**src/cwt_cfg.svh**
```systemverilog
`ifndef CWT_CFG_SVH
`define CWT_CFG_SVH

// ****************************************************************
// Register map (byte addresses, one 32-bit word each)
// ****************************************************************
`define CWT_ADDR_W        8             // Register address width
`define CWT_DATA_W        32            // Register data width
`define CWT_TIMER_STRIDE  8'h10         // Address step between timers
`define CWT_OFS_ON        2'h0          // Word index: on-time
`define CWT_OFS_OFF       2'h1          // Word index: off-time
`define CWT_OFS_MODE      2'h2          // Word index: repetition mode
`define CWT_OFS_STATUS    2'h3          // Word index: timer status

// ****************************************************************
// Field layout
// ****************************************************************
`define CWT_TOD_W         17            // Packed hh:mm:ss width
`define CWT_HH_MSB        16            // Hours field [16:12]
`define CWT_HH_LSB        12
`define CWT_MM_MSB        11            // Minutes field [11:6]
`define CWT_MM_LSB        6
`define CWT_SS_MSB        5             // Seconds field [5:0]
`define CWT_SS_LSB        0
`define CWT_MODE_W        4             // Mode field [3:0]
`define CWT_STAT_OUT_BIT  0             // Status: output active
`define CWT_STAT_USE_BIT  1             // Status: timer in use

// ****************************************************************
// Reset values and counts
// ****************************************************************
`define CWT_NUM_TIMERS    4             // Independent calendar timers
`define CWT_TOD_RST       17'h00000     // Times reset to 00:00:00
`define CWT_MODE_RST      4'h0          // Mode resets to disabled
`define CWT_DAY_W         3             // Weekday code width, 0 = Monday

`endif

```
**src/cwt_pkg.sv**
```systemverilog
package cwt_pkg;

  // ****************************************************************
  // Types
  // ****************************************************************
  // Repetition modes; the order gives the stored code
  typedef enum logic [3:0] {
    cwt_disabled,
    cwt_daily,
    cwt_monday,
    cwt_tuesday,
    cwt_wednesday,
    cwt_thursday,
    cwt_friday,
    cwt_saturday,
    cwt_sunday,
    weekdays_only_mode,
    mon_to_sat_mode,
    weekend_only_mode
  } cwt_mode_e;

  typedef logic [16:0] cwt_tod_t;       // Packed hh:mm:ss
  typedef logic [2:0]  cwt_day_t;       // Weekday, 0 = Monday .. 6 = Sunday

endpackage : cwt_pkg

```
**src/cwt_cfg_mem.sv**
```systemverilog
`include "cwt_cfg.svh"

// ****************************************************************
// Per-timer settings store: one write port, two registered reads
// ****************************************************************
module cwt_cfg_mem
  import cwt_pkg::*;
#(
  parameter int N = 4                   // Number of timer entries
) (
  input  wire logic                   clk_sys_in,
  input  wire logic                   arst_n_in,
  input  wire logic                   we_in,        // Write one field
  input  wire logic [1:0]             wsel_in,      // Field select
  input  wire logic [$clog2(N)-1:0]   waddr_in,     // Entry to write
  input  wire logic [16:0]            wdata_in,     // Field value
  input  wire logic [$clog2(N)-1:0]   ra_bus_in,    // Bus read entry
  input  wire logic [1:0]             rsel_bus_in,  // Bus read field
  output logic      [16:0]            rq_bus_out,   // Bus read data
  input  wire logic [$clog2(N)-1:0]   ra_scan_in,   // Scan read entry
  output logic      [16:0]            on_q_out,     // Scan: on-time
  output logic      [16:0]            off_q_out,    // Scan: off-time
  output logic      [3:0]             mode_q_out    // Scan: mode code
);

  logic [16:0] on_mem  [N];             // On-times
  logic [16:0] off_mem [N];             // Off-times
  logic [3:0]  mode_mem[N];             // Mode codes

  // ****************************************************************
  // Storage, one generate entry per timer
  // ****************************************************************
  for (genvar g = 0; g < N; g++) begin : g_entry
    // Each entry only sees its own write, so timers stay independent
    always_ff @(posedge clk_sys_in or negedge arst_n_in) begin
      if (!arst_n_in) begin
        on_mem[g]   <= `CWT_TOD_RST;
        off_mem[g]  <= `CWT_TOD_RST;
        mode_mem[g] <= `CWT_MODE_RST;
      end else if (we_in && (waddr_in == g)) begin
        if (wsel_in == `CWT_OFS_ON)   on_mem[g]   <= wdata_in;
        if (wsel_in == `CWT_OFS_OFF)  off_mem[g]  <= wdata_in;
        if (wsel_in == `CWT_OFS_MODE) mode_mem[g] <= wdata_in[3:0];
      end
    end
  end

  // Bus-side field selection
  wire logic [16:0] bus_sel_w = (rsel_bus_in == `CWT_OFS_ON)   ? on_mem[ra_bus_in]  :
                                (rsel_bus_in == `CWT_OFS_OFF)  ? off_mem[ra_bus_in] :
                                (rsel_bus_in == `CWT_OFS_MODE) ? {13'h0000, mode_mem[ra_bus_in]} :
                                17'h00000;

  // ****************************************************************
  // Registered read ports
  // ****************************************************************
  always_ff @(posedge clk_sys_in or negedge arst_n_in) begin
    if (!arst_n_in) begin
      rq_bus_out <= 17'h00000;
      on_q_out   <= 17'h00000;
      off_q_out  <= 17'h00000;
      mode_q_out <= 4'h0;
    end else begin
      rq_bus_out <= bus_sel_w;
      on_q_out   <= on_mem[ra_scan_in];
      off_q_out  <= off_mem[ra_scan_in];
      mode_q_out <= mode_mem[ra_scan_in];
    end
  end

endmodule : cwt_cfg_mem

```
**src/cwt_timers.sv**
```systemverilog
`include "cwt_cfg.svh"

module cwt_timers
  import cwt_pkg::*;
#(
  parameter int N = `CWT_NUM_TIMERS     // Timer count
) (
  input  wire logic                    clk_sys_in,
  input  wire logic                    arst_n_in,
  // Register port
  input  wire logic [`CWT_ADDR_W-1:0]  reg_addr_in,
  input  wire logic [`CWT_DATA_W-1:0]  reg_wdata_in,
  input  wire logic                    reg_wr_in,
  input  wire logic                    reg_rd_in,
  output logic      [`CWT_DATA_W-1:0]  reg_rdata_out,
  // Real-time clock
  input  wire logic                    rtc_sec_tick_in,
  input  wire logic [4:0]              rtc_hour_in,
  input  wire logic [5:0]              rtc_min_in,
  input  wire logic [5:0]              rtc_sec_in,
  input  wire logic [`CWT_DAY_W-1:0]   rtc_weekday_in,
  // Non-volatile status keeping
  input  wire logic                    power_fail_in,
  output logic                         nv_save_out,
  output logic      [N-1:0]            nv_state_out,
  input  wire logic                    nv_restore_in,
  input  wire logic [N-1:0]            nv_state_in,
  // Timer outputs to user logic and routing matrix
  output logic      [N-1:0]            calendar_timer_state_out
);

  localparam int IW = $clog2(N);        // Timer index width

  // ****************************************************************
  // Register decode
  // ****************************************************************
  wire logic          addr_ok_w  = (reg_addr_in[7:6] == 2'h0) &&
                                   (reg_addr_in[1:0] == 2'h0);   // Mapped word
  wire logic [IW-1:0] tsel_w     = reg_addr_in[4 +: IW];         // Timer select
  wire logic [1:0]    fsel_w     = reg_addr_in[3:2];             // Field select
  wire logic          wr_ok_w    = reg_wr_in && addr_ok_w;       // Mapped write
  wire logic          wr_cfg_w   = wr_ok_w && (fsel_w != `CWT_OFS_STATUS);
  wire logic          wr_mode_w  = wr_ok_w && (fsel_w == `CWT_OFS_MODE);
  wire logic          wr_stat_w  = wr_ok_w && (fsel_w == `CWT_OFS_STATUS);
  wire logic          rd_mem_w   = reg_rd_in && addr_ok_w && (fsel_w != `CWT_OFS_STATUS);
  wire logic          rd_stat_w  = reg_rd_in && addr_ok_w && (fsel_w == `CWT_OFS_STATUS);

  // Mode codes above the last mode are not legal; they count as disabled
  wire logic          mode_use_w = (reg_wdata_in[3:0] != `CWT_MODE_RST) &&
                                   (reg_wdata_in[3:0] <= 4'(weekend_only_mode));

  // ****************************************************************
  // State
  // ****************************************************************
  logic [N-1:0]   inuse_r;              // Mode not disabled, per timer
  logic [N-1:0]   state_r;              // Timer output state
  logic [N-1:0]   state_nxt;
  logic           scan_busy_r;          // Scan of all timers running
  logic [IW-1:0]  scan_idx_r;           // Entry being read
  logic           scan_val_r;           // Memory data valid this cycle
  logic [IW-1:0]  scan_vidx_r;          // Entry that the data belong to
  cwt_tod_t       tod_r;                // Time of day latched at the tick
  cwt_day_t       day_r;                // Weekday latched at the tick
  logic           rd_mem_r;             // Last read went to the store
  logic [1:0]     rd_stat_r;            // Status read data, else zero
  logic [16:0]    mem_rq_w;             // Store bus read data
  logic [16:0]    on_q_w;               // Scanned on-time
  logic [16:0]    off_q_w;              // Scanned off-time
  logic [3:0]     mode_q_w;             // Scanned mode code

  // Settings live in their own store, one entry per timer
  cwt_cfg_mem #(.N(N)) u_mem (
    .clk_sys_in  (clk_sys_in),
    .arst_n_in   (arst_n_in),
    .we_in       (wr_cfg_w),
    .wsel_in     (fsel_w),
    .waddr_in    (tsel_w),
    .wdata_in    (reg_wdata_in[16:0]),
    .ra_bus_in   (tsel_w),
    .rsel_bus_in (fsel_w),
    .rq_bus_out  (mem_rq_w),
    .ra_scan_in  (scan_idx_r),
    .on_q_out    (on_q_w),
    .off_q_out   (off_q_w),
    .mode_q_out  (mode_q_w)
  );

  // ****************************************************************
  // Day qualification
  // ****************************************************************
  // One table for every mode; Monday is day 0, Sunday day 6
  function automatic logic day_qual(input logic [3:0] mode, input cwt_day_t day);
    logic q;
    q = 1'b0;
    unique case (mode)
      cwt_daily:          q = 1'b1;
      cwt_monday:         q = (day == 3'h0);
      cwt_tuesday:        q = (day == 3'h1);
      cwt_wednesday:      q = (day == 3'h2);
      cwt_thursday:       q = (day == 3'h3);
      cwt_friday:         q = (day == 3'h4);
      cwt_saturday:       q = (day == 3'h5);
      cwt_sunday:         q = (day == 3'h6);
      weekdays_only_mode: q = (day <= 3'h4);
      mon_to_sat_mode:    q = (day <= 3'h5);
      weekend_only_mode:  q = (day == 3'h5) || (day == 3'h6);
      default:            q = 1'b0;
    endcase
    return q;
  endfunction : day_qual

  // Scheduled events for the entry whose settings just came out
  wire logic qual_w   = scan_val_r && day_qual(mode_q_w, day_r);
  wire logic ev_on_w  = qual_w && (tod_r == on_q_w);
  wire logic ev_off_w = qual_w && (tod_r == off_q_w) && !ev_on_w;

  // ****************************************************************
  // Once-per-second scan of all timers
  // ****************************************************************
  // A tick during a running scan is dropped; the scan takes N cycles,
  // far shorter than a second, so this never happens in practice
  always_ff @(posedge clk_sys_in or negedge arst_n_in) begin
    if (!arst_n_in) begin
      scan_busy_r <= 1'b0;
      scan_idx_r  <= '0;
      tod_r       <= `CWT_TOD_RST;
      day_r       <= '0;
    end else if (!scan_busy_r) begin
      if (rtc_sec_tick_in) begin
        scan_busy_r <= 1'b1;
        scan_idx_r  <= '0;
        tod_r       <= {rtc_hour_in, rtc_min_in, rtc_sec_in};
        day_r       <= rtc_weekday_in;
      end
    end else begin
      scan_idx_r  <= IW'(scan_idx_r + 1'b1);
      scan_busy_r <= (scan_idx_r != IW'(N - 1));
    end
  end

  // Store data lag the address by one cycle
  always_ff @(posedge clk_sys_in or negedge arst_n_in) begin
    if (!arst_n_in) begin
      scan_val_r  <= 1'b0;
      scan_vidx_r <= '0;
    end else begin
      scan_val_r  <= scan_busy_r;
      scan_vidx_r <= scan_idx_r;
    end
  end

  // ****************************************************************
  // Timer state, one generate slice per timer
  // ****************************************************************
  for (genvar g = 0; g < N; g++) begin : g_timer
    wire logic hit_w   = (scan_vidx_r == g);                 // Scan on this timer
    wire logic wsel_w  = (tsel_w == g);                      // Bus on this timer
    wire logic force_w = wr_stat_w && wsel_w && inuse_r[g];

    // A scheduled switch wins over a force in the same cycle;
    // a force otherwise stands until the next opposite switch
    always_comb begin
      state_nxt[g] = state_r[g];
      if (!inuse_r[g]) begin
        state_nxt[g] = 1'b0;
      end else if (hit_w && ev_on_w) begin
        state_nxt[g] = 1'b1;
      end else if (hit_w && ev_off_w) begin
        state_nxt[g] = 1'b0;
      end else if (force_w) begin
        state_nxt[g] = reg_wdata_in[`CWT_STAT_OUT_BIT];
      end else if (nv_restore_in) begin
        state_nxt[g] = nv_state_in[g];
      end
    end

    // In-use flag follows the mode written to this timer alone
    always_ff @(posedge clk_sys_in or negedge arst_n_in) begin
      if (!arst_n_in) begin
        inuse_r[g] <= 1'b0;
      end else if (wr_mode_w && wsel_w) begin
        inuse_r[g] <= mode_use_w;
      end
    end
  end

  // Disabling a timer clears its output in the same edge
  wire logic [N-1:0] inuse_nxt_w;
  for (genvar g = 0; g < N; g++) begin : g_use
    assign inuse_nxt_w[g] = (wr_mode_w && (tsel_w == g)) ? mode_use_w : inuse_r[g];
  end

  always_ff @(posedge clk_sys_in or negedge arst_n_in) begin
    if (!arst_n_in) begin
      state_r <= '0;
    end else begin
      state_r <= state_nxt & inuse_nxt_w;
    end
  end

  // ****************************************************************
  // Outputs
  // ****************************************************************
  // Outputs mirror the state register straight to the consumers
  assign calendar_timer_state_out = state_r;

  // Snapshot of all states for the non-volatile store
  always_ff @(posedge clk_sys_in or negedge arst_n_in) begin
    if (!arst_n_in) begin
      nv_save_out  <= 1'b0;
      nv_state_out <= '0;
    end else begin
      nv_save_out <= power_fail_in;
      if (power_fail_in) begin
        nv_state_out <= state_r;
      end
    end
  end

  // ****************************************************************
  // Register read path
  // ****************************************************************
  wire logic [1:0] stat_sel_w = {inuse_r[tsel_w], state_r[tsel_w]};

  // Read data stand only in the cycle after the strobe
  always_ff @(posedge clk_sys_in or negedge arst_n_in) begin
    if (!arst_n_in) begin
      rd_mem_r  <= 1'b0;
      rd_stat_r <= 2'h0;
    end else begin
      rd_mem_r  <= rd_mem_w;
      rd_stat_r <= rd_stat_w ? stat_sel_w : 2'h0;
    end
  end

  // Both sources are registers; the select only steers between them
  assign reg_rdata_out = rd_mem_r ? {15'h0000, mem_rq_w} : {30'h00000000, rd_stat_r};
endmodule : cwt_timers

```
**config.mk**
```make
export PLATFORM = sky130hd
export DESIGN_NAME = cwt_timers
export DESIGN_NICKNAME = d
export VERILOG_FILES = /design/src/cwt_pkg.sv /design/src/cwt_cfg_mem.sv /design/src/cwt_timers.sv
export VERILOG_INCLUDE_DIRS = /design/src
export SDC_FILE = /design/constraint.sdc
export NUM_CORES = 1
export LEC_CHECK = 0
export ABC_CLOCK_PERIOD_IN_PS = 2100
export BUFFER_PORTS_ARGS = -buffer_cell sky130_fd_sc_hd__buf_2
export CORE_MARGIN = 5
export CORE_UTILIZATION = 54
export CTS_CLUSTER_SIZE = 28
export DETAILED_ROUTE_END_ITERATION = 12
export MAX_ROUTING_LAYER = met4
export PLACE_DENSITY = 0.73
export RECOVER_POWER = 25
export SLEW_MARGIN = 40
export SYNTH_ARGS = -nofsm -noshare
export SYNTH_HDL_FRONTEND = slang
export SYNTH_SLANG_ARGS = --single-unit
```
**constraint.sdc**
```tcl
create_clock -name clk_sys_in -period 2.1 [get_ports clk_sys_in]
set_clock_uncertainty 0.2 [all_clocks]
set_input_delay 0.315 -clock clk_sys_in [delete_from_list [all_inputs] [get_ports clk_sys_in]]
set_output_delay 0.315 -clock clk_sys_in [all_outputs]
set_load 0.02 [all_outputs]
```
==> flow_metrics.py, run 1 <==
metrics = {
    "clock_network": {
        "cts_root_buf": "clkbuf_16",
        "cts_tree": "done",
        "clkTransAtPathRegs_ps": 60,
        "cts_buffers": 27,
        "cts_buffer_depth": 3,
        "cts_htree_levels": 1,
        "clk_latency_ps": 530,
        "clkSinkCount": 249,
    },
    "setup_path": {
        "critPathSlowestCell": "dfrtp_2",
        "crit_type": "flop to flop",
        "path_max_fanout": 6,
        "r2r_end": "calendar_timer_state_out[2]$_DFF_PN0_",
        "start_kind": "flop",
        "crit_path_frequent_cell": "a211oi_2",
        "rrSetupSlack_ps": -50,
        "cpPeakStageDelay_ps": 450,
        "crit_arrival_ps": 2350,
        "worst_r2r_startpoint": "u_mem.mode_q_out[0]$_DFF_PN0_",
        "critPathRequiredTime_ps": 2300,
        "critPathTopFamily": "compound AO/OA/AOI/OAI gates",
        "cp-end-kind": "flop",
        "worst_r2r_path_depth": 7,
        "crit_chain": "a21o_1 -> a211oi_2 -> a41oi_2 -> buf_4 -> a2111o_1 -> nor4b_2 -> a211oi_2",
        "path_buf_inv": 1,
    },
    "placed_design": {
        "port_buffers": 81,
        "dp_hpwl_um": 19200,
        "detailedPlace.worstSlack_ps": -173,
        "placed_area_um2": 12900,
        "place.gp.congestion": 0.858,
    },
    "hold_path": {
        "holdCritPathClass": "input port to flop",
        "hold_path_depth": 3,
        "hold_path_end": "rd_stat_r[0]$_DFF_PN0_",
        "min-delay-start": "reg_addr_in[2]",
    },
    "global_routing": {
        "grt_usage_pct": 24.5,
        "grt_max_degree": 59,
        "overflow": 0,
        "grt_antenna_before_repair": 0,
        "grt_first_pass_wirelength_um": 45700,
        "grt_pass1_vias": 7964,
    },
    "sta": {
        "period_share_pct": 102,
        "slew_headroom_pct": 42.5,
        "setup_viol": 3,
        "rsz0062_at_grt": "yes",
        "max_freq_mhz": 465,
        "fin_crit_ps": 2150,
        "slew_violations": 0,
        "worst_slack_ps": -51.1,
        "hold_viol_final": 0,
        "worst_pin_slew_ps": 863,
    },
    "synthesis": {
        "yosysTopAreaCell": "dfrtp_1",
        "synth_edf_count": 0,
        "synth_area_um2": 11800,
        "yosysSeqAreaShare_pct": 52.7,
        "synth_area_leaders": "dfrtp_1 (53%), mux2_2 (16%), mux4_2 (15%)",
        "yosys.cell_types.count": 50,
        "synth_common_cells": "dfrtp_1 (249), mux2_2 (173), mux4_2 (78)",
        "synth_area_per_cell_um2": 15.5,
        "synth-seq-cells": 249,
        "synth_ff_type": "dfrtp_1",
        "synth_top_area_share_pct": 52.7,
        "yosysWarnings": 0,
        "synthArstFlopShare_pct": 100,
        "yosysMostFrequentCell": "dfrtp_1",
        "synth_cells": 765,
    },
    "route": {
        "num_vias": 7342,
        "drcViolationCount": 0,
        "drtIter0Drc": 491,
        "routed_wl_um": 29000,
        "viasPerCell": 5.95,
        "drt_pass1_iterations": 5,
        "post_drt_wl_per_cell_um": 23.5,
        "ant_nets": 0,
    },
    "cells_and_area": {
        "drive_gt1_share_pct": 50.2,
        "seq_area_um2": 6240,
        "design_area_um2": 14300,
        "fin_util_pct": 66.0,
        "area_growth_pct": 21.1,
        "fill_cells": 1480,
        "fin_nets": 1004,
        "n_antenna_cell": 0,
        "multi_input_area_um2": 5380,
    },
    "pwr": {
        "peakVddDrop_mv": 0.928,
        "power_mw": 13.6,
        "leakagePower_nw": 6.82,
        "power_density_nw_per_um2": 953,
    },
    "run_status": {
        "status": "finished with violations",
        "violations": "negative setup slack",
    },
    "floorplanning": {
        "num_rows": 54,
        "ios": 112,
        "core_area_um2": 21700,
        "die_h_um": 158,
        "die_w_um": 158,
        "initial_core_util_pct": 54.5,
        "die_area_um2": 25000,
    },
    "job": {
        "maxCapViolCount": 0,
    },
}
## area by class of cell
cell class,count,area share [%]
Multi-Input combinational cell,467,37.6
Clock buffer,42,5.74
Timing Repair Buffer,181,9.68
Inverter,6,0.157
Clock inverter,8,0.848
Tap cell,280,2.45
Sequential cell,249,43.6
## stage by stage
| stage | cells | hold slack (ps) | TNS [ps] |
|---|---|---|---|
| 6_report | 1233 | 28.3 | -97.7 |
| 5_1_grt | 1233 | 40.1 | -551 |
| 4_1_cts | 1228 | 9.93 | 0 |
| 3_5_place_dp | 1137 | 100 | -11730 |
| 3_3_place_gp | 1137 | 95.4 | -7090 |
| 2_1_floorplan | 779 | -181 | -83.8 |
## sequential cells by signal, indices dropped and copies added (netlist names), 3 cells and up
register and flops:
calendar_timer_state_out 4, inuse_r 4, u_mem.off_q_out 17, tod_r 17
u_mem.rq_bus_out 17, u_mem.on_mem 68, u_mem.off_mem 68, u_mem.on_q_out 17
u_mem.mode_q_out 4, u_mem.mode_mem 16, nv_state_out 4, day_r 3
## per-layer routing
layer	global-route usage, %	vias up	part of all wire [%]
li1	-	3157	-
met1	32.5	3896	41
met2	40.2	246	52
met3	3.66	43	5.8
met4	6.70	0	2.0
met5	-	-	0
## how the worst max path moves through the flow
| stage | startpoint | to | cells after the start |
|---|---|---|---|
| 3_3_place_gp | reg_addr_in[7] | u_mem.off_mem[43]$_DFFE_PN0P_ | 7 |
| 3_5_place_dp | reg_addr_in[7] | u_mem.off_mem[25]$_DFFE_PN0P_ | 7 |
| 4_1_cts | u_mem.mode_q_out[2]$_DFF_PN0_ | calendar_timer_state_out[1]$_DFF_PN0_ | 7 |
| 2_1_floorplan | reg_addr_in[7] | u_mem.off_mem[58]$_DFFE_PN0P_ | 7 |
| 5_1_grt | u_mem.mode_q_out[0]$_DFF_PN0_ | calendar_timer_state_out[1]$_DFF_PN0_ | 7 |
| 6_report | u_mem.mode_q_out[0]$_DFF_PN0_ | calendar_timer_state_out[2]$_DFF_PN0_ | 7 |
## worst reg2reg max path, delay by kind of cell, from the launching register on
kind | cells | cell delay, ps
AOI/OAI and AO/OA | 5 | 900
buffers and inverters | 1 | 170
DFF | 1 | 450
and+or+nand+nor | 1 | 320
## repair_timing
action	4_1_cts	5_1_grt
setup buffers	1	5
gates resized for setup	3	20
endpoints found under the hold margin	337	0
pin swaps	1	13
endpoints found under the setup margin	3	17
hold buffers	40	0
## power by group
part | leakage, nW | total (mW) | internal, mW | switching [mW]
clock network | 0.463 | 4.94 | 3.05 | 1.89
logic | 2.98 | 2.88 | 1.46 | 1.43
registers | 3.37 | 5.83 | 5.32 | 0.515
## cells by family after synthesis
kind of cell / after synthesis / synth area share, %
multiplexers: 282 / 34.4
flip-flops: 249 / 52.7
AND/OR/NAND/NOR: 99 / 5.16
buffers and inverters: 63 / 3.03
AO/OA/AOI/OAI: 36 / 2.08
XOR/XNOR: 34 / 2.52
adder cells (fa/ha/maj): 1 / 0.106
other: 1 / 0.0317
## cells in the final DEF (no fill, tap or decap), types with 15 or more instances in the layout
cell / Yosys / routed
mux4_2: 78 / 78
buf_2: 13 / 79
conb_1: 1 / 15
dlygate4sd3_1: 0 / 40
mux2i_1: 21 / 21
clkbuf_16: 0 / 27
mux2_2: 173 / 173
and2_1: 15 / 15
nor2_1: 21 / 19
dfrtp_1: 249 / 243
buf_4: 18 / 46
xnor2_1: 18 / 17
xor2_1: 16 / 15
No activity file was read; power rests on OpenSTA's default activity.
==> run 2, diff against run 1 <==
--- a/config.mk
+++ b/config.mk
@@ -8,7 +8,6 @@
 export LEC_CHECK = 0
 export ABC_CLOCK_PERIOD_IN_PS = 2100
 export BUFFER_PORTS_ARGS = -buffer_cell sky130_fd_sc_hd__buf_2
-export CORE_MARGIN = 5
 export CORE_UTILIZATION = 54
 export CTS_CLUSTER_SIZE = 28
 export DETAILED_ROUTE_END_ITERATION = 12
==> flow_metrics.py, run 2 (synthesis results as in run 1) <==
metrics = {
    "pwr": {
        "leakagePower_nw": 6.77,
        "peakVddDrop_mv": 0.742,
        "power_density_nw_per_um2": 958,
        "switching_share_pct": 28.2,
        "p_clk_share_pct": 36.0,
        "p_int_mw": 9.81,
        "power_frac_comb_pct": 21.3,
        "power_mw": 13.7,
        "p_switching_mw": 3.85,
        "seq_power_share_pct": 42.7,
    },
    "global_routing": {
        "grt_first_pass_wirelength_um": 44000,
        "grt_pass1_vias": 7703,
        "grt_usage_pct": 27.1,
        "grt_max_degree": 52,
        "overflow": 0,
        "grt_antenna_before_repair": 0,
    },
    "sta": {
        "hold_viol_final": 0,
        "fin_crit_ps": 2150,
        "max_freq_mhz": 466,
        "setup_viol": 4,
        "period_share_pct": 102,
        "worst_pin_slew_ps": 1020,
        "slew_violations": 0,
        "totalNegativeSetupSlack_ps": -106,
        "slew_headroom_pct": 31.8,
        "worst_slack_ps": -47.8,
        "rsz0062_at_grt": "yes",
    },
    "cells_and_area": {
        "fin_nets": 1000,
        "mostFrequentLayoutCells": "dfrtp_1 (245), mux2_2 (173), buf_2 (79)",
        "final_common_cell": "dfrtp_1",
        "fill_cells": 1447,
        "top_regs": "u_mem.off_mem (68), u_mem.on_mem (68)",
        "fin_util_pct": 67.2,
        "drive_gt1_share_pct": 50.2,
        "area_growth_pct": 20.6,
        "n_antenna_cell": 0,
    },
    "setup_path": {
        "critPathRequiredTime_ps": 2340,
        "crit_type": "flop to flop",
        "cp-end-kind": "flop",
        "path_max_fanout": 4,
        "rrSetupSlack_ps": -50,
        "crit_start": "u_mem.on_q_out[12]$_DFF_PN0_",
        "start_kind": "flop",
        "worst_r2r_startpoint": "u_mem.on_q_out[12]$_DFF_PN0_",
        "crit_end": "calendar_timer_state_out[2]$_DFF_PN0_",
        "worst_r2r_path_depth": 8,
        "r2r_end": "calendar_timer_state_out[2]$_DFF_PN0_",
        "crit_arrival_ps": 2390,
    },
    "placed_design": {
        "place.gp.congestion": 0.880,
        "dp_hpwl_um": 18800,
        "detailedPlace.worstSlack_ps": -206,
        "port_buffers": 81,
    },
    "run_status": {
        "violations": "negative setup slack",
        "status": "finished with violations",
    },
    "route": {
        "drcViolationCount": 0,
        "post_drt_wl_per_cell_um": 23.3,
        "routed_wl_um": 28400,
        "drt_pass1_iterations": 5,
        "num_vias": 7338,
        "ant_nets": 0,
        "viasPerCell": 6.01,
        "drtIter0Drc": 483,
    },
    "clock_network": {
        "clkTransAtPathRegs_ps": 60,
        "cts_root_buf": "clkbuf_16",
        "cts_htree_levels": 1,
        "cts_buffer_depth": 3,
        "cts_buffers": 27,
        "cts_tree": "done",
        "clk_latency_ps": 530,
        "clkSinkCount": 249,
    },
    "floorplanning": {
        "initial_core_util_pct": 55.7,
        "num_rows": 53,
        "die_h_um": 150,
        "die_w_um": 150,
        "ios": 112,
        "die_area_um2": 22500,
        "core_area_um2": 21200,
    },
    "hold_path": {
        "holdCritPathClass": "input port to flop",
    },
    "job": {
        "maxCapViolCount": 0,
    },
}
run 2: how the worst min path moves through the flow:
stage,startpoint,end,cells past startpoint
6_report,reg_addr_in[0],rd_stat_r[0]$_DFF_PN0_,5
5_1_grt,reg_addr_in[0],rd_stat_r[1]$_DFF_PN0_,5
4_1_cts,reg_addr_in[0],rd_stat_r[1]$_DFF_PN0_,5
3_5_place_dp,arst_n_in,u_mem.on_mem[60]$_DFFE_PN0P_,1
2_1_floorplan,arst_n_in,calendar_timer_state_out[0]$_DFF_PN0_,0
3_3_place_gp,arst_n_in,u_mem.on_mem[26]$_DFFE_PN0P_,1
run 2: cell type report:
type	instances	area, um2	share of cell area [%]
clock buffer	37	773	5.42
clock inverter	9	150	1.05
inverter	6	22.5	0.158
multi-input combinational	467	5390	37.8
sequential	249	6240	43.7
tap	275	344	2.41
timing repair buffer	177	1350	9.45
run 2: through the flow:
| stage | cell area (um2) | std cells | hold WS, ps |
|---|---|---|---|
| final | 14300 | 1220 | 73.5 |
| after global routing | 14300 | 1220 | 82.9 |
| after CTS | 14200 | 1218 | 55.3 |
| after detailed placement | 12800 | 1131 | 28.6 |
| after global placement | 12800 | 1131 | 17.6 |
| after floorplan | 11900 | 779 | -181 |
run 2: repair_timing:
item | in CTS | in global routing
pin swaps | 5 | 13
setup endpoints to repair | 3 | 17
endpoints found under the hold margin | 384 | 0
hold buffers | 40 | 0
buffers inserted | 1 | 2
gates resized for setup | 7 | 21
run 2: per-layer routing:
| metal | vias up | track usage (%) | routed length, um |
|---|---|---|---|
| met5 | - | - | 0 |
| met4 | 0 | 7.63 | 786 |
| met3 | 66 | 3.99 | 1400 |
| met2 | 248 | 44.1 | 14300 |
| met1 | 3859 | 35.7 | 11900 |
| li1 | 3165 | - | - |
run 2: power groups by stage:
stage	registers, mW	clock network [mW]	logic, mW
2_1_floorplan	5.75	0	1.80
3_3_place_gp	5.84	0	2.65
3_5_place_dp	5.89	0	2.73
4_1_cts	5.81	5.00	2.83
6_report	5.84	4.92	2.90
5_1_grt	5.89	5.19	3.10
run 2: critical path: stages (launching register included):
cell,delay (ps)
dfrtp_1,390
xor2_1,180
nor4_2,300
buf_4,170
nand4_1,120
nor2_1,170
buf_4,170
nand4_1,130
a211oi_2,220
